===== src/core/crms_pkg.sv =====
// Constants, types and register map of the core regulator mode sequencer.
// Assumes one 125 MHz clock, a synchronous active-high reset that also
// stands for the supply power-on reset, and a slew tick from outside logic.
//
// Notes on behaviour
// - During the shutdown ramp the target code moves by exactly one code (25mV) per step.
// - During the shutdown ramp the code falls by one step every four slew ticks.
// - The shutdown ramp starts from the code in force when the sequence begins.
// - When the shutdown ramp reaches the zero code the low-side gate is forced high, the high-side gate low and the reference off.
// - An undervoltage, overvoltage or thermal fault starts the shutdown and sets a fault latch that holds the target at zero and blocks restart.
// - The fault latch clears only on an enable toggle or on power-on reset, and then a restart is allowed.
// - While enable is low the low-side gate is high, the high-side gate low and switching is off, whatever the other inputs.
// - Enabled with suspend select at ground and no offset requested, the target is table select plus the five-bit VID code.
// - With pulse-skip select at reference or ground in normal or deep-sleep mode, light-load skipping is allowed and the upper power-good check is blanked.
// - In deep sleep (suspend select at ground, offset select high) the target is table select plus the VID code plus the programmed offset.
// - Suspend select at reference or high takes the target from the suspend code with no offset, above every mode but off and fault.
// - Power-good stays low until at least 3ms after the ramp reaches the target code.
// - When enable goes low power-good drops at once, before the ramp down.
// - Suspend select at reference picks the upper suspend range, high picks the lower range.
package crms_pkg;

  // ==========================================================================
  // Timing
  localparam int CLK_PERIOD_NS  = 8;
  localparam int PG_DELAY_NS    = 3000000;
  localparam int PG_DELAY_CYC   = (PG_DELAY_NS + CLK_PERIOD_NS - 1)
                                  / CLK_PERIOD_NS;
  localparam int ENABLE_IN_TICKS     = 4;
  localparam int DAC_LSB_MV     = 25;

  // ==========================================================================
  // Widths and reset values
  localparam int DAC_W          = 7;
  localparam int PG_CNT_W       = 20;
  localparam logic [6:0]  DAC_RESET  = 7'h00;
  localparam logic [31:0] MASK_RESET = 32'h0000_0000;
  localparam logic [31:0] CFG_RESET  = 32'h0000_0000;

  // ==========================================================================
  // Multi-level input codes
  localparam logic [1:0] LVL_GND  = 2'h0;
  localparam logic [1:0] LVL_REF  = 2'h1;
  localparam logic [1:0] LVL_HIGH = 2'h2;
  localparam logic [1:0] LVL_OPEN = 2'h3;

  // Suspend range bases, added to the four-bit suspend code.
  localparam logic [6:0] SUS_UPPER_BASE = 7'h20;
  localparam logic [6:0] SUS_LOWER_BASE = 7'h10;

  // ==========================================================================
  // Register map (byte addresses) and fields
  localparam logic [7:0] REG_STATUS   = 8'h00;
  localparam logic [7:0] REG_IRQ_STAT = 8'h04;
  localparam logic [7:0] REG_IRQ_MASK = 8'h08;
  localparam logic [7:0] REG_CONFIG   = 8'h0C;
  localparam int CFG_TABLE_BIT  = 0;
  localparam int CFG_OFS_LSB    = 1;
  localparam int CFG_OFS_W      = 4;
  localparam int IRQ_W          = 4;
  localparam int IRQ_FAULT      = 0;
  localparam int IRQ_PG_RISE    = 1;
  localparam int IRQ_PG_FALL    = 2;
  localparam int IRQ_PARKED     = 3;

  // ==========================================================================
  // Types
  typedef enum logic [1:0] {
    ST_OFF  = 2'h0,
    ST_RUN  = 2'h1,
    ST_DOWN = 2'h3
  } crms_state_t;

  typedef enum logic [2:0] {
    MODE_DISABLED = 3'h0,
    MODE_FAULT    = 3'h1,
    MODE_SUSPEND  = 3'h3,
    MODE_DEEP     = 3'h2,
    MODE_NORMAL   = 3'h6
  } crms_mode_t;

endpackage


===== src/core/crms_sync2.sv =====
// Two-flop synchroniser for a bundle of pin inputs.
// Assumes each bit is a slow level; bits are not coherent with each other.
`timescale 1ns/10ps
module crms_sync2 #(
  parameter int W = 1
) (
  input  wire logic         i_clock,  // System clock.
  input  wire logic         i_reset,  // Synchronous reset, active high.
  input  wire logic [W-1:0] i_async,  // Levels from pins.
  output logic      [W-1:0] o_sync    // Levels in the clock domain.
);
  logic [W-1:0] meta_q;

  // The first stage feeds only the second stage.
  always_ff @(posedge i_clock) begin
    if (i_reset) begin
      meta_q <= '0;
      o_sync <= '0;
    end else begin
      meta_q <= i_async;
      o_sync <= meta_q;
    end
  end
endmodule


===== src/core/crms_top.sv =====
// Mode decoder, fault latch and soft-shutdown sequencer with register port.
// Assumes pins pass the local synchroniser and the slew tick is a one-cycle
// pulse from logic on the same clock.
//
// Implementation choices: the register addresses and strobed register access.
`timescale 1ns/10ps
module crms_top
  import crms_pkg::*;
#(
  parameter int PG_CYCLES = PG_DELAY_CYC
) (
  input  wire logic        i_clock,             // 125 MHz clock.
  input  wire logic        i_reset,             // Sync reset / power-on.
  input  wire logic        i_slew_tick,         // One-cycle slew tick.
  input  wire logic        i_enable_in,         // Enable pin.
  input  wire logic [1:0]  i_suspend_select,    // Level code.
  input  wire logic [1:0]  i_pulse_skip_select, // Level code.
  input  wire logic        i_offset_select,     // Deep-sleep offset on.
  input  wire logic [4:0]  i_vid_code,          // VID code.
  input  wire logic [3:0]  i_suspend_code,      // Two level codes.
  input  wire logic        i_undervoltage_fault, // Comparator level.
  input  wire logic        i_overvoltage_fault,  // Comparator level.
  input  wire logic        i_thermal_fault,      // Comparator level.
  input  wire logic [7:0]  i_addr,              // Register byte address.
  input  wire logic [31:0] i_wr_data,           // Write data.
  input  wire logic        i_wr_strobe,         // Write strobe.
  input  wire logic        i_rd_strobe,         // Read strobe.
  output logic [31:0]      o_rd_data,           // Read data, next cycle.
  output logic [6:0]       o_dac_code,          // DAC target code.
  output logic             o_reference_on,      // Reference enable.
  output logic             o_low_side_gate,     // Low-side forced on.
  output logic             o_high_side_gate,    // High-side allowed.
  output logic             o_pulse_skip_en,     // Light-load skipping.
  output logic             o_upper_pg_blank,    // Upper check blanked.
  output logic             o_power_good,        // Power good.
  output logic             o_fault_latched,     // Fault latch.
  output logic             o_irq                // Level interrupt.
);

  // ==========================================================================
  // Pin synchronisation
  localparam int SYNC_W = 18;
  logic [SYNC_W-1:0] sync_w;
  logic        en_s;
  logic [1:0]  sus_s;
  logic [1:0]  skip_s;
  logic        ofs_s;
  logic [4:0]  vid_s;
  logic [3:0]  scode_s;
  logic [2:0]  faults_s;

  crms_sync2 #(.W(SYNC_W)) u_sync (
    .i_clock (i_clock),
    .i_reset (i_reset),
    .i_async ({i_enable_in, i_suspend_select, i_pulse_skip_select,
               i_offset_select, i_vid_code, i_suspend_code,
               i_undervoltage_fault, i_overvoltage_fault, i_thermal_fault}),
    .o_sync  (sync_w)
  );

  assign {en_s, sus_s, skip_s, ofs_s, vid_s, scode_s, faults_s} = sync_w;

  // ==========================================================================
  // State
  crms_state_t       st_q, st_d;
  logic [6:0]        dac_q, dac_d;
  logic [1:0]        div_q, div_d;
  logic              fault_q, fault_d;
  logic              en_q;
  logic              pg_q, pg_d;
  logic [PG_CNT_W-1:0] pg_cnt_q, pg_cnt_d;
  logic [IRQ_W-1:0]  irq_stat_q, irq_stat_d;
  logic [IRQ_W-1:0]  irq_mask_q;
  logic [31:0]       cfg_q;

  localparam logic [1:0] DIV_LAST = 2'(ENABLE_IN_TICKS - 1);
  localparam logic [PG_CNT_W-1:0] PG_LAST = PG_CNT_W'(PG_CYCLES - 1);

  // ==========================================================================
  // Mode decode
  function automatic logic [6:0] calc_target(
    input crms_mode_t  mode,
    input logic        table_sel,
    input logic [4:0]  vid,
    input logic [3:0]  offs,
    input logic [1:0]  suspend_select,
    input logic [3:0]  scode
  );
    logic [6:0] t;
    t = 7'h00;
    case (mode)
      MODE_NORMAL: t = {1'b0, table_sel, vid};
      MODE_DEEP:   t = {1'b0, table_sel, vid} + {3'h0, offs};
      MODE_SUSPEND: begin
        if (suspend_select == LVL_REF) begin
          t = SUS_UPPER_BASE + {3'h0, scode};
        end else begin
          t = SUS_LOWER_BASE + {3'h0, scode};
        end
      end
      default: t = 7'h00;
    endcase
    return t;
  endfunction

  logic       sus_active_w;
  logic       skip_sel_w;
  logic       fault_in_w;
  logic       fault_evt_w;
  logic       en_rise_w;
  crms_mode_t mode_w;
  logic [6:0] target_w;
  logic       step_w;
  logic       park_w;
  logic       pg_cond_w;

  assign sus_active_w = (sus_s == LVL_REF) || (sus_s == LVL_HIGH);
  assign skip_sel_w   = (skip_s == LVL_REF) || (skip_s == LVL_GND);
  assign fault_in_w   = |faults_s;
  assign fault_evt_w  = fault_in_w && (st_q == ST_RUN);
  assign en_rise_w    = en_s && !en_q;

  // A disabled or faulted controller targets ground.
  assign mode_w = !en_s        ? MODE_DISABLED :
                  fault_q      ? MODE_FAULT    :
                  sus_active_w ? MODE_SUSPEND  :
                  ofs_s        ? MODE_DEEP     :
                                 MODE_NORMAL;

  assign target_w = calc_target(mode_w, cfg_q[CFG_TABLE_BIT], vid_s,
                                cfg_q[CFG_OFS_LSB +: CFG_OFS_W],
                                sus_s, scode_s);

  assign step_w = i_slew_tick && (div_q == DIV_LAST)
                  && (dac_q != 7'h00);
  assign park_w = (st_q == ST_OFF) || !en_s;

  // A voltage change restarts the power-good delay.
  assign pg_cond_w = en_s && !fault_q && (st_q == ST_RUN)
                     && (dac_q == target_w);

  // ==========================================================================
  // Sequencer
  always_comb begin
    st_d  = st_q;
    dac_d = dac_q;
    div_d = 2'h0;
    case (st_q)
      ST_OFF: begin
        if (en_s && !fault_q) begin
          st_d = ST_RUN;
        end
      end
      ST_RUN: begin
        if (!en_s || fault_evt_w) begin
          st_d = ST_DOWN;
        end else if (i_slew_tick && (dac_q < target_w)) begin
          dac_d = dac_q + 7'h01;
        end else if (i_slew_tick && (dac_q > target_w)) begin
          dac_d = dac_q - 7'h01;
        end
      end
      ST_DOWN: begin
        div_d = i_slew_tick ? div_q + 2'h1 : div_q;
        if (dac_q == 7'h00) begin
          st_d = ST_OFF;
        end else if (step_w) begin
          dac_d = dac_q - 7'h01;
        end
      end
      default: begin
        st_d  = ST_OFF;
        dac_d = DAC_RESET;
      end
    endcase
  end

  // The set wins over the enable-toggle clear.
  assign fault_d = fault_evt_w ? 1'b1 :
                   en_rise_w   ? 1'b0 : fault_q;

  assign pg_cnt_d = !pg_cond_w          ? '0 :
                    (pg_cnt_q == PG_LAST) ? pg_cnt_q :
                    pg_cnt_q + PG_CNT_W'(1);
  assign pg_d = pg_cond_w && (pg_cnt_q == PG_LAST);

  always_ff @(posedge i_clock) begin
    if (i_reset) begin
      st_q     <= ST_OFF;
      dac_q    <= DAC_RESET;
      div_q    <= 2'h0;
      fault_q  <= 1'b0;
      en_q     <= 1'b0;
      pg_q     <= 1'b0;
      pg_cnt_q <= '0;
    end else begin
      st_q     <= st_d;
      dac_q    <= dac_d;
      div_q    <= div_d;
      fault_q  <= fault_d;
      en_q     <= en_s;
      pg_q     <= pg_d;
      pg_cnt_q <= pg_cnt_d;
    end
  end

  // ==========================================================================
  // Registered outputs
  always_ff @(posedge i_clock) begin
    if (i_reset) begin
      o_low_side_gate  <= 1'b1;
      o_high_side_gate <= 1'b0;
      o_reference_on   <= 1'b0;
      o_pulse_skip_en  <= 1'b0;
      o_upper_pg_blank <= 1'b0;
    end else begin
      o_low_side_gate  <= park_w;
      o_high_side_gate <= !park_w;
      o_reference_on   <= (st_q != ST_OFF);
      o_pulse_skip_en  <= skip_sel_w && ((mode_w == MODE_NORMAL)
                          || (mode_w == MODE_DEEP));
      o_upper_pg_blank <= skip_sel_w && ((mode_w == MODE_NORMAL)
                          || (mode_w == MODE_DEEP));
    end
  end

  assign o_dac_code      = dac_q;
  assign o_power_good    = pg_q;
  assign o_fault_latched = fault_q;

  // ==========================================================================
  // Register port and interrupts
  logic [IRQ_W-1:0] irq_evt_w;
  logic             rd_irq_w;
  logic [31:0]      rd_mux_w;

  assign irq_evt_w[IRQ_FAULT]   = fault_evt_w && !fault_q;
  assign irq_evt_w[IRQ_PG_RISE] = pg_d && !pg_q;
  assign irq_evt_w[IRQ_PG_FALL] = !pg_d && pg_q;
  assign irq_evt_w[IRQ_PARKED]  = (st_q == ST_DOWN) && (st_d == ST_OFF);
  assign rd_irq_w = i_rd_strobe && (i_addr == REG_IRQ_STAT);

  // An event in the clearing read cycle survives.
  assign irq_stat_d = (rd_irq_w ? '0 : irq_stat_q) | irq_evt_w;

  assign rd_mux_w = (i_addr == REG_STATUS)   ?
                      {18'h0, st_q, pg_q, fault_q, mode_w, dac_q} :
                    (i_addr == REG_IRQ_STAT) ? {28'h0, irq_stat_q} :
                    (i_addr == REG_IRQ_MASK) ? {28'h0, irq_mask_q} :
                    (i_addr == REG_CONFIG)   ?
                      {27'h0, cfg_q[CFG_OFS_LSB +: CFG_OFS_W],
                       cfg_q[CFG_TABLE_BIT]} :
                    32'h0000_0000;

  always_ff @(posedge i_clock) begin
    if (i_reset) begin
      irq_stat_q <= '0;
      irq_mask_q <= MASK_RESET[IRQ_W-1:0];
      cfg_q      <= CFG_RESET;
      o_rd_data  <= 32'h0000_0000;
      o_irq      <= 1'b0;
    end else begin
      irq_stat_q <= irq_stat_d;
      if (i_wr_strobe && (i_addr == REG_IRQ_MASK)) begin
        irq_mask_q <= i_wr_data[IRQ_W-1:0];
      end
      if (i_wr_strobe && (i_addr == REG_CONFIG)) begin
        cfg_q <= {27'h0, i_wr_data[4:0]};
      end
      o_rd_data <= i_rd_strobe ? rd_mux_w : 32'h0000_0000;
      o_irq     <= |(irq_stat_d & irq_mask_q);
    end
  end

  // ==========================================================================
  // Assertions
  property p_step_one;
    @(posedge i_clock) disable iff (i_reset)
    (st_q == ST_DOWN) |=> (dac_q == $past(dac_q))
      || (dac_q == $past(dac_q) - 7'h01);
  endproperty
  a_step_one: assert property (p_step_one)
    else $error("ramp step is not one code");

  property p_four_ticks;
    @(posedge i_clock) disable iff (i_reset)
    (st_q == ST_DOWN) && !(i_slew_tick && (div_q == 2'h3)) |=> $stable(dac_q);
  endproperty
  a_four_ticks: assert property (p_four_ticks)
    else $error("ramp stepped before fourth tick");

  property p_ramp_start;
    @(posedge i_clock) disable iff (i_reset)
    (st_q == ST_RUN) && !en_s |=> (st_q == ST_DOWN) && $stable(dac_q);
  endproperty
  a_ramp_start: assert property (p_ramp_start)
    else $error("ramp did not start from current code");

  property p_park;
    @(posedge i_clock) disable iff (i_reset)
    (st_q == ST_DOWN) && (dac_q == 7'h00) |=> ##1
      (o_low_side_gate && !o_high_side_gate && !o_reference_on);
  endproperty
  a_park: assert property (p_park)
    else $error("gates not parked at zero code");

  property p_fault_set;
    @(posedge i_clock) disable iff (i_reset)
    fault_in_w && (st_q == ST_RUN) |=> fault_q && (st_q == ST_DOWN);
  endproperty
  a_fault_set: assert property (p_fault_set)
    else $error("fault did not latch and start shutdown");

  property p_fault_hold;
    @(posedge i_clock) disable iff (i_reset)
    fault_q && !en_rise_w |=> fault_q && (st_q != ST_RUN);
  endproperty
  a_fault_hold: assert property (p_fault_hold)
    else $error("fault latch cleared without toggle");

  property p_disabled;
    @(posedge i_clock) disable iff (i_reset)
    !en_s |=> o_low_side_gate && !o_high_side_gate;
  endproperty
  a_disabled: assert property (p_disabled)
    else $error("gates not parked while disabled");

  property p_suspend_wins;
    @(posedge i_clock) disable iff (i_reset)
    en_s && !fault_q && sus_active_w |-> (target_w ==
      (((sus_s == LVL_REF) ? SUS_UPPER_BASE : SUS_LOWER_BASE)
       + {3'h0, scode_s}));
  endproperty
  a_suspend_wins: assert property (p_suspend_wins)
    else $error("suspend did not override");

  property p_pg_delay;
    @(posedge i_clock) disable iff (i_reset)
    $rose(pg_q) |-> $past(pg_cond_w, 2) && (pg_cnt_q == PG_LAST);
  endproperty
  a_pg_delay: assert property (p_pg_delay)
    else $error("power good rose before delay");

  property p_pg_drop;
    @(posedge i_clock) disable iff (i_reset)
    !en_s |=> !o_power_good;
  endproperty
  a_pg_drop: assert property (p_pg_drop)
    else $error("power good not dropped on disable");

endmodule


===== config.mk =====
export PLATFORM = sky130hd
export DESIGN_NAME = crms_top
export DESIGN_NICKNAME = d
export VERILOG_FILES = /design/src/core/crms_pkg.sv /design/src/core/crms_sync2.sv /design/src/core/crms_top.sv
export SDC_FILE = /design/constraint.sdc
export NUM_CORES = 1
export LEC_CHECK = 0
export BUFFER_PORTS_ARGS = -buffer_cell sky130_fd_sc_hd__buf_2
export CAP_MARGIN = 20
export CORE_MARGIN = 5
export CORE_UTILIZATION = 38
export DETAILED_ROUTE_END_ITERATION = 10
export GPL_TIMING_DRIVEN = 1
export PLACE_DENSITY_LB_ADDON = 0.2
export SLEW_MARGIN = 20
export SYNTH_ARGS = -nofsm -noshare
export SYNTH_HDL_FRONTEND = slang
export SYNTH_HIERARCHICAL = 1
export SYNTH_SLANG_ARGS = --single-unit

===== constraint.sdc =====
create_clock -name i_clock -period 3.35 [get_ports i_clock]
set_input_delay 0.8375 -clock i_clock [delete_from_list [all_inputs] [get_ports i_clock]]
set_output_delay 0.8375 -clock i_clock [all_outputs]
set_load 0.02 [all_outputs]

==> results of run 1 <==
-- worst register-to-register path, delay by kind of cell (launching register included) --
kind | cells | cell delay, ns
compound gates | 6 | 1.09
simple gates | 4 | 1.16
fa+ha+maj | 2 | 0.56
flops | 1 | 0.34
-- what timing repair did --
item	4_1_cts	5_1_grt
gates resized for setup	7	8
pin swaps	3	1
setup endpoints to repair	2	7
setup buffers	2	0
-- final cells by class --
cell class / instances / area (um2)
fillers: 1170 / 6400
multi-input cells: 353 / 2460
flip-flops and latches: 100 / 2010
clock inverters: 5 / 58.8
inverters: 11 / 41.3
clock buffers: 11 / 243
well taps: 147 / 184
repair buffers: 90 / 518
-- flip-flops by register name, indices dropped and copies added (netlist names) --
name	cells
cfg_q	5
div_q	2
en_q	1
irq_mask_q	4
irq_stat_q	4
o_dac_code	7
o_fault_latched	1
o_high_side_gate	1
o_irq	1
o_low_side_gate	1
o_power_good	1
o_rd_data	14
o_reference_on	1
o_upper_pg_blank	1
pg_cnt_q	20
st_q	2
u_sync/meta_q	17
u_sync/o_sync	17
-- metal layers --
layer / vias up / wire [um] / share of wire / global-route usage
li1: 1827 / - / - / -
met3: 15 / 622 / 0.058 / 0.0377
met1: 1651 / 5000 / 0.47 / 0.202
met5: - / 0 / 0 / 0
met4: 0 / 203 / 0.019 / 0.0544
met2: 96 / 4890 / 0.46 / 0.233
-- per-stage QoR --
step                      TNS, ns  instance area (um2)
after global placement     -0.135                 5120
after CTS                       0                 5460
final                           0                 5510
after global routing      -0.0745                 5510
after floorplan                 0                 4660
after detailed placement   -0.183                 5120
-- how the worst min path moves through the flow --
stage	start	to	slack [ns]
2_1_floorplan	u_sync/o_sync[14]	o_upper_pg_blank	0.38
3_3_place_gp	u_sync/o_sync[14]	o_upper_pg_blank	0.38
3_5_place_dp	u_sync/o_sync[14]	o_upper_pg_blank	0.40
4_1_cts	u_sync/o_sync[14]	o_upper_pg_blank	0.41
5_1_grt	u_sync/o_sync[14]	o_upper_pg_blank	0.42
6_report	u_sync/o_sync[14]	o_upper_pg_blank	0.40
-- power breakdown --
group          switching, mW  internal, mW  leakage, nW
registers             0.0124          1.21        0.815
logic                 0.0973        0.0693         1.38
clock network          0.443         0.601        0.142
total                  0.552          1.88         2.34
==> reports/results.tsv, run 1 <==
stage	metric	value	unit
critical_path	cp_data_required_time	3.57	ns
layout	final_util	0.463	
power	vdd_ir_drop_max	0.261	mV
die	io_pins	110	
route	first_pass_iters	4	
critical_path	critical-path-max-stage-delay	0.47	ns
status	status	finished clean	
critical_path	r2r-start	u_sync/o_sync[8]	
critical_path	critPathTopFamily	simple AND/OR/NAND/NOR gates	
route	antenna_left	0	
clock_tree	worstSkewPairLatency	0.34	ns
timing	drv_slew	0	
timing	rsz0062_at_grt	true	
die	start_util	0.386	
power	p_total	2.43	mW
timing	min_period	3.27	ns
clock_tree	cts_tree	built	
placement	hpwl	8.01	mm
clock_tree	htree_levels	3	
clock_tree	numCtsBuffers	9	
timing	report.final.hold_viol_count	0	
timing	slew-limit-headroom	0.586	
critical_path	cp-start-kind	flop	
critical_path	r2r_end	o_irq	
global_route	grt.overflow.total	0	
timing	hold_slack	0.401	ns
layout	layout_common_cells	dfxtp_1 (97), buf_2 (63), nor2_1 (43), nor2b_1 (37), nand2_1 (29)	
critical_path	slowest_stage	or4_4	
die	fp.dieW	120	um
logic_synthesis	syn_area	4600	um2
placement	dp.cells	699	
critical_path	reg2regPathDepth	12	
route	post_drt_wl_per_cell	14.9	um
critical_path	path_cells	ha_1 -> a21o_1 -> a21oi_2 -> o21bai_1 -> and4_1 -> or3_4 -> ha_4 -> nand4_2 -> or4_4 -> o31ai_4 -> a21oi_2 -> a2111o_1	
clock_tree	cts.sinks	100	
critical_path	crit_start	u_sync/o_sync[8]	
placement	gp_congestion	0.850	
logic_synthesis	yosys_warnings	6	
global_route	gr-usage-all-layers	0.150	
timing	tightest_slew	0.613	ns
route	viasPerCell	5.01	
global_route	grt_first_pass_wirelength	17.4	mm
timing	final.setup_skew	0.00391	ns
critical_path	crit_top_cell	a21oi_2	
die	num_rows	40	
timing	timing.final.crit_share	0.975	
die	core	11900	um2
min_path	hold_path.class	flop to flop	
logic_synthesis	syn_area_per_cell	9.51	um2
clock_tree	clkTransAtPathRegs	0.07	ns
critical_path	crit_path_end	o_irq	
critical_path	critPathBufInv	0	
layout	fin_nets	645	
die	dieArea	14400	um2
timing	finalSetupViolCount	0	
job	cap_violations	0	
global_route	antenna_found_initial	0	
route	drt_wl_total	10.7	mm
layout	final_cells	717	
layout	area_growth	20.0	%
global_route	grt_pass1_vias	3487	
clock_tree	cts_hold_buf	0	
critical_path	worst_ep_arrival_time	3.49	ns
placement	dp_worst_setup_slack	-0.183	ns
layout	drive_gt1_frac	0.249	
timing	max_freq	306	MHz
critical_path	reg2reg_slack	0.08	ns
timing	setup_ws	0.0825	ns
critical_path	crit_path_max_fanout	3	
route	drcViolationCount	0	
clock_tree	clk_path_buf_depth	2	
placement	io_buffer_count	63	
power	power_leakage	2.34	nW
die	dieHeight	120	um
route	drt-initial-drc-count	214	
critical_path	critical_path_class	flop to flop	
clock_tree	root_buffer	clkbuf_16	
route	num_vias	3589	
logic_synthesis	synth_cells	483	
layout	antenna_cells	0	
power	powerDensity	442	nW/um2
min_path	whs_path_depth	1	
layout	final_common_cell	dfxtp_1	
critical_path	end_kind	flop	
global_route	grt_max_degree	49	
critical_path	path_depth	12	
No activity file was read; power rests on OpenSTA's default activity.
==> inputs of run 2 (changes only) <==
REMOVE_ABC_BUFFERS = 1   (was unset)
SKIP_CTS_REPAIR_TIMING = 1   (was unset)
SYNTH_HIERARCHICAL = unset   (was 1)
==> run 2 against run 1 <==
Effect of this change:
- sequential share of layout area is 0.22 points lower
- sequential cell count unchanged
- the flow now finishes with violations (setup timing)
- count of clock-buffer cells in the layout fell by 1
- largest cell class unchanged
==> reports/results.tsv, run 2 <==
stage	metric	value	unit	change
clock_tree	worstSkewPairLatency	0.35	ns	was 0.34 ns
layout	layout_common_cells	dfxtp_1 (96), buf_2 (64), nor2_1 (52), nor2b_1 (45), buf_4 (26)		was dfxtp_1 (97), buf_2 (63), nor2_1 (43), nor2b_1 (37), nand2_1 (29)
layout	drive_gt1_frac	0.253		was 0.249
logic_synthesis	synth_ff_type	dfxtp_1		
clock_tree	clk_path_buf_depth	2		unchanged
timing	setup_ws	-0.0551	ns	was 0.0825 ns
layout	multi_input_area	2490	um2	was 2460 um2
layout	antenna_cells	0		unchanged
logic_synthesis	synthMostInstantiatedCell	dfxtp_1		
clock_tree	cts.sinks	100		unchanged
critical_path	crit_path_max_fanout	3		unchanged
global_route	grt_first_pass_wirelength	17.3	mm	was 17.4 mm
route	post_drt_wl_per_cell	15.0	um	was 14.9 um
critical_path	worst_ep_arrival_time	3.69	ns	was 3.49 ns
logic_synthesis	synth.top_cell.area_share	0.435		
timing	final.setup_skew	0.0116	ns	was 0.00391 ns
status	status	finished, violations left		was finished clean
layout	largest_register_ffs	20		unchanged
layout	seqCellArea	2010	um2	about the same
timing	min_period	3.41	ns	was 3.27 ns
logic_synthesis	ys_top_cells_by_area	dfxtp_1 (44%), nor2b_1 (6.1%), ha_1 (4.4%)		
route	first_pass_iters	5		was 4
critical_path	cp_data_required_time	3.63	ns	was 3.57 ns
layout	reg.largest.list	pg_cnt_q (20), u_sync.meta_q (17), u_sync.o_sync (17)		was pg_cnt_q (20), u_sync/meta_q (17), u_sync/o_sync (17)
timing	finalSetupViolCount	3		was 0
die	num_rows	40		unchanged
layout	area_growth	20.7	%	was 20.0%
layout	final_common_cell	dfxtp_1		unchanged
logic_synthesis	synth_enable_flop_cells	0		
die	start_util	0.384		was 0.386
clock_tree	root_buffer	clkbuf_16		unchanged
timing	timing.final.crit_share	1.02		was 0.975
logic_synthesis	ys_seq_area_frac	0.435		
power	p_total	2.39	mW	was 2.43 mW
timing	max_freq	294	MHz	was 306 MHz
placement	dp_worst_setup_slack	-0.387	ns	was -0.183 ns
die	io_pins	110		unchanged
layout	regMostFlops	pg_cnt_q		unchanged
placement	io_buffer_count	63		unchanged
power	power_leakage	2.20	nW	was 2.34 nW
timing	slew-limit-headroom	0.443		was 0.586
die	dieHeight	120	um	about the same
global_route	gr-usage-all-layers	0.150		about the same
timing	rsz0062_at_grt	true		unchanged
layout	final_util	0.464		was 0.463
min_path	hold_path.class	flop to flop		unchanged
timing	report.final.hold_viol_count	0		unchanged
logic_synthesis	synth_cells	494		was 483
route	drt-initial-drc-count	253		was 214
logic_synthesis	ys_ff_latch	100		
placement	hpwl	7.88	mm	was 8.01 mm
status	violations	setup timing		
logic_synthesis	syn_area_per_cell	9.31	um2	was 9.51 um2
route	drcViolationCount	0		unchanged
job	cap_violations	0		unchanged
critical_path	cp-start-kind	flop		unchanged
logic_synthesis	synthArstFlopShare	0		
route	viasPerCell	5.13		was 5.01
timing	tightest_slew	0.829	ns	was 0.613 ns
route	drt_wl_total	10.9	mm	was 10.7 mm
logic_synthesis	synth_area_leader_cell	dfxtp_1		
clock_tree	numCtsBuffers	9		unchanged
global_route	grt.overflow.total	0		unchanged
layout	fin_nets	653		was 645
layout	fillers	1155		was 1170
layout	final_cells	725		was 717
global_route	grt_max_degree	29		was 49
power	vdd_ir_drop_max	0.197	mV	was 0.261 mV
power	powerDensity	431	nW/um2	was 442 nW/um2
route	antenna_left	0		unchanged
critical_path	critical_path_class	flop to flop		unchanged
logic_synthesis	yosys_warnings	0		was 6
clock_tree	clkTransAtPathRegs	0.07	ns	about the same
die	core	12000	um2	was 11900 um2
logic_synthesis	ys_types	67		
route	num_vias	3719		was 3589
clock_tree	cts_tree	built		unchanged
die	fp.dieW	120	um	about the same
logic_synthesis	syn_area	4600	um2	about the same
placement	gp_congestion	0.830		was 0.850
global_route	antenna_found_initial	1		was 0
logic_synthesis	synth_common_cells	dfxtp_1 (100), nor2_1 (53), nor2b_1 (45)		
timing	drv_slew	0		unchanged
clock_tree	htree_levels	3		unchanged
placement	dp.cells	706		was 699
global_route	grt_pass1_vias	3539		was 3487
die	dieArea	14400	um2	about the same
critical_path	end_kind	flop		unchanged
-- run 2: per-stage QoR --
stage,hold WS (ns),setup TNS (ns),cell area [um2]
after detailed placement,0.394,-3.58,5080
after global placement,0.379,-2.13,5080
final,0.400,-0.125,5550
after CTS,0.403,-4.48,5360
after global routing,0.408,-0.839,5550
after floorplan,0.374,-0.227,4390
-- run 2: logic make-up (layout without fill, tap and decap cells) --
| kind of cell | after synthesis | in the layout | share of synthesized area |
|---|---|---|---|
| buffers and inverters | 54 | 121 | 0.0697 |
| xor gates and xnor gates | 20 | 20 | 0.0381 |
| muxes | 18 | 18 | 0.0503 |
| and+or+nand+nor | 213 | 213 | 0.249 |
| adders and majority gates | 17 | 17 | 0.0479 |
| other | 1 | 18 | 0.000816 |
| AOI/OAI and AO/OA | 71 | 71 | 0.109 |
| DFF | 100 | 100 | 0.435 |
-- run 2: path summary, 6_finish.rpt --
path | startpoint | endpoint | slack (ns) | depth (start not counted)
worst max-delay path | cfg_q[1] | o_dac_code[5] | -0.06 | 14
worst min-delay path | u_sync.o_sync[14] | o_upper_pg_blank | 0.40 | 1
worst max register to register | cfg_q[1] | o_dac_code[5] | -0.06 | 14
worst min register to register | u_sync.o_sync[14] | o_upper_pg_blank | 0.40 | 1
-- run 2: metal layers --
layer  vias to the layer above  wire length (um)  track usage
met5                         -                 7            0
met3                        16               658       0.0410
met2                       110              5120        0.238
met1                      1742              4870        0.195
li1                       1849                 -            -
met4                         2               211       0.0580
-- run 2: final cells by class --
cell class | instances | area share
sequential | 100 | 0.362
timing repair buffer | 92 | 0.0970
tap | 147 | 0.0331
clock inverter | 6 | 0.00699
clock buffer | 10 | 0.0431
inverter | 13 | 0.00879
multi-input combinational | 357 | 0.449
-- run 2: worst max-delay path, cell delays in order (launching register included) --
cell,delay (ns)
dfxtp_2,0.34
ha_4,0.16
fa_2,0.36
a21o_1,0.20
a21oi_2,0.15
nor2b_1,0.08
xnor2_1,0.12
a211o_1,0.29
ha_4,0.23
a21oi_2,0.13
buf_4,0.15
o2111ai_4,0.11
or4_4,0.52
a2111o_1,0.37
a31oi_1,0.12
-- run 2: power breakdown --
part | total [mW] | switching, mW | internal (mW)
Sequential | 1.23 | 0.0139 | 1.21
Combinational | 0.201 | 0.116 | 0.0843
Clock | 0.964 | 0.442 | 0.522
Total | 2.39 | 0.572 | 1.82
==> inputs of run 3 (changes only) <==
CORE_UTILIZATION = 48   (was 38)
==> run 3 against run 2 <==
Effect of this change:
- utilization grew 12 points
- non-clock buffer count grew 1
- power shrank 9.2%
- register-to-register slack is essentially flat
- clock skew grew 0.0096 ns
- first-iteration DRC count shrank 46%
- the run still ends with setup timing left
- critical endpoint is now o_dac_code[6]
==> reports/results.tsv, run 3 (synthesis gave the netlist of run 2 again) <==
stage	metric	value	unit	change
power	powerDensity	401	nW/um2	was 431 nW/um2
timing	rsz0062_at_grt	true		unchanged
placement	gp_congestion	0.868		was 0.830
power	p_total	2.17	mW	was 2.39 mW
global_route	antenna_found_initial	0		was 1
layout	antenna_cells	0		unchanged
clock_tree	cts.sinks	100		unchanged
timing	final.setup_skew	0.0213	ns	was 0.0116 ns
route	first_pass_iters	4		was 5
die	dieArea	11600	um2	was 14400 um2
clock_tree	numCtsBuffers	9		unchanged
die	fp.dieW	108	um	was 120 um
power	power_leakage	2.17	nW	was 2.20 nW
power	pwr-share-seq	0.564		was 0.513
timing	timing.final.crit_share	1.02		about the same
layout	area_growth	17.7	%	was 20.7%
timing	drv_slew	0		unchanged
clock_tree	root_buffer	clkbuf_8		was clkbuf_16
critical_path	cp_data_required_time	3.62	ns	was 3.63 ns
clock_tree	worstSkewPairLatency	0.37	ns	was 0.35 ns
route	post_drt_wl_per_cell	14.9	um	was 15.0 um
timing	max_freq	293	MHz	was 294 MHz
die	io_pins	110		unchanged
power	combPwrFrac	0.090		was 0.084
placement	io_buffer_count	63		unchanged
clock_tree	clkTransAtPathRegs	0.10	ns	was 0.07 ns
critical_path	reg2regPathDepth	15		was 14
die	num_rows	35		was 40
route	drt-initial-drc-count	136		was 253
job	cap_violations	0		unchanged
critical_path	crit_start	u_sync.o_sync[7]		was cfg_q[1]
status	violations	setup timing		unchanged
layout	drive_gt1_frac	0.245		was 0.253
power	netSwitchingFraction	0.264		was 0.239
global_route	grt_first_pass_wirelength	16.8	mm	was 17.3 mm
critical_path	r2r_end	o_dac_code[6]		was o_dac_code[5]
global_route	grt.overflow.total	0		unchanged
timing	slew-limit-headroom	0.417		was 0.443
critical_path	cp-start-kind	flop		unchanged
timing	finalSetupViolCount	2		was 3
route	viasPerCell	5.22		was 5.13
layout	largest_register_ffs	20		unchanged
route	antenna_left	0		unchanged
critical_path	reg2reg_slack	-0.07	ns	was -0.06 ns
power	p_clk_frac	0.346		was 0.403
layout	layout_common_cells	dfxtp_1 (97), buf_2 (64), nor2_1 (51), nor2b_1 (45)		was dfxtp_1 (96), buf_2 (64), nor2_1 (52), nor2b_1 (45), buf_4 (26)
global_route	grt_max_degree	34		was 29
clock_tree	clk_path_buf_depth	2		unchanged
critical_path	critical-path-max-stage-delay	0.49	ns	was 0.52 ns
critical_path	worst_ep_arrival_time	3.69	ns	about the same
clock_tree	cts_tree	built		unchanged
timing	tightest_slew	0.868	ns	was 0.829 ns
layout	final_common_cell	dfxtp_1		unchanged
die	start_util	0.495		was 0.384
critical_path	critical_path_class	flop to flop		unchanged
layout	fin_nets	654		was 653
timing	hold_slack	0.393	ns	was 0.400 ns
power	internal_power	1.60	mW	was 1.82 mW
route	drt_wl_total	10.5	mm	was 10.9 mm
critical_path	path_cells	ha_4 -> fa_2 -> a21o_1 -> a21oi_2 -> nor2b_1 -> xnor2_1 -> a211o_1 -> ha_4 -> a21oi_2 -> buf_4 -> o2111a_1 -> a2111oi_2 -> buf_4 -> or4_1 -> o311ai_0		was ha_4 -> fa_2 -> a21o_1 -> a21oi_2 -> nor2b_1 -> xnor2_1 -> a211o_1 -> ha_4 -> a21oi_2 -> buf_4 -> o2111ai_4 -> or4_4 -> a2111o_1 -> a31oi_1
timing	min_period	3.42	ns	was 3.41 ns
critical_path	crit_path_end	o_dac_code[6]		was o_dac_code[5]
critical_path	slowest_stage	or4_1		was or4_4
power	vdd_ir_drop_max	0.187	mV	was 0.197 mV
timing	setup_ws	-0.0679	ns	was -0.0551 ns
timing	report.final.hold_viol_count	0		unchanged
critical_path	r2r-start	u_sync.o_sync[7]		was cfg_q[1]
die	dieHeight	108	um	was 120 um
layout	reg.largest.list	pg_cnt_q (20), u_sync.meta_q (17), u_sync.o_sync (17)		unchanged
placement	hpwl	7.57	mm	was 7.88 mm
clock_tree	htree_levels	3		unchanged
power	p_sw	0.573	mW	was 0.572 mW
global_route	gr-usage-all-layers	0.183		was 0.150
status	status	finished, violations left		unchanged
min_path	hold_path.class	flop to flop		unchanged
critical_path	end_kind	flop		unchanged
layout	regMostFlops	pg_cnt_q		unchanged
die	core	9280	um2	was 12000 um2
global_route	grt_pass1_vias	3495		was 3539
critical_path	crit_path_max_fanout	3		unchanged
route	drcViolationCount	0		unchanged
route	num_vias	3699		was 3719
run 3: cell count changes in the layout (fill, tap and decap cells not counted), sizes merged:
cell | previous run | this run
inv | 14 | 16
clkinv | 3 | 2
buf | 92 | 93
clkinvlp | 2 | 1
run 3: layer usage:
metal  vias up  part of all wire  global-route usage  wire, um
met3        12             0.042              0.0312       441
met2        86              0.48               0.302      5030
met4         0             0.013              0.0649       140
met5         -                 0                   0         0
met1      1756              0.47               0.241      4920
li1       1845                 -                   -         -
run 3: worst min-delay path by stage:
stage	startpoint	endpoint	slack, ns	cells past startpoint
final	u_sync.o_sync[14]	o_upper_pg_blank	0.39	1
after global routing	u_sync.o_sync[14]	o_upper_pg_blank	0.42	1
after CTS	u_sync.o_sync[14]	o_upper_pg_blank	0.40	1
after detailed placement	u_sync.o_sync[14]	o_upper_pg_blank	0.38	1
after global placement	u_sync.o_sync[14]	o_upper_pg_blank	0.38	1
after floorplan	u_sync.o_sync[14]	o_upper_pg_blank	0.37	1
run 3: final cells by class:
type | count | area, um2
clock buffer | 10 | 138
clock inverter | 6 | 53.8
fill | 866 | 3870
inverter | 13 | 48.8
multi-input combinational | 357 | 2460
sequential | 100 | 2010
tap | 129 | 161
timing repair buffer | 93 | 549
run 3: critical path: cells and delay by family (launching register included):
kind                     cells  cell delay [ns]
AND/OR/NAND/NOR              2             0.56
buffers and inverters        2             0.30
XOR/XNOR                     1             0.12
flip-flops                   1             0.34
AO/OA/AOI/OAI                7             1.22
adder cells (fa/ha/maj)      3             0.77
run 3: per-stage QoR:
| stage | cells | util | TNS (ns) | setup slack (ns) | cell area (um2) |
|---|---|---|---|---|---|
| 5_1_grt | 708 | 0.583 | -1.18 | -0.255 | 5410 |
| 3_5_place_dp | 687 | 0.544 | -2.65 | -0.324 | 5050 |
| 2_1_floorplan | 470 | - | -0.227 | -0.227 | 4390 |
| 4_1_cts | 703 | 0.565 | -3.72 | -0.360 | 5250 |
| 6_report | 708 | 0.583 | -0.131 | -0.0679 | 5410 |
| 3_3_place_gp | 687 | 0.544 | -0.921 | -0.291 | 5050 |
run 3: power groups by stage:
stage	Combinational (mW)	Sequential (mW)	Clock, mW
floorplan	0.0934	1.25	0
detailed placement	0.175	1.25	0
global placement	0.172	1.25	0
global route	0.212	1.23	0.823
CTS	0.176	1.22	0.763
finish	0.195	1.22	0.750
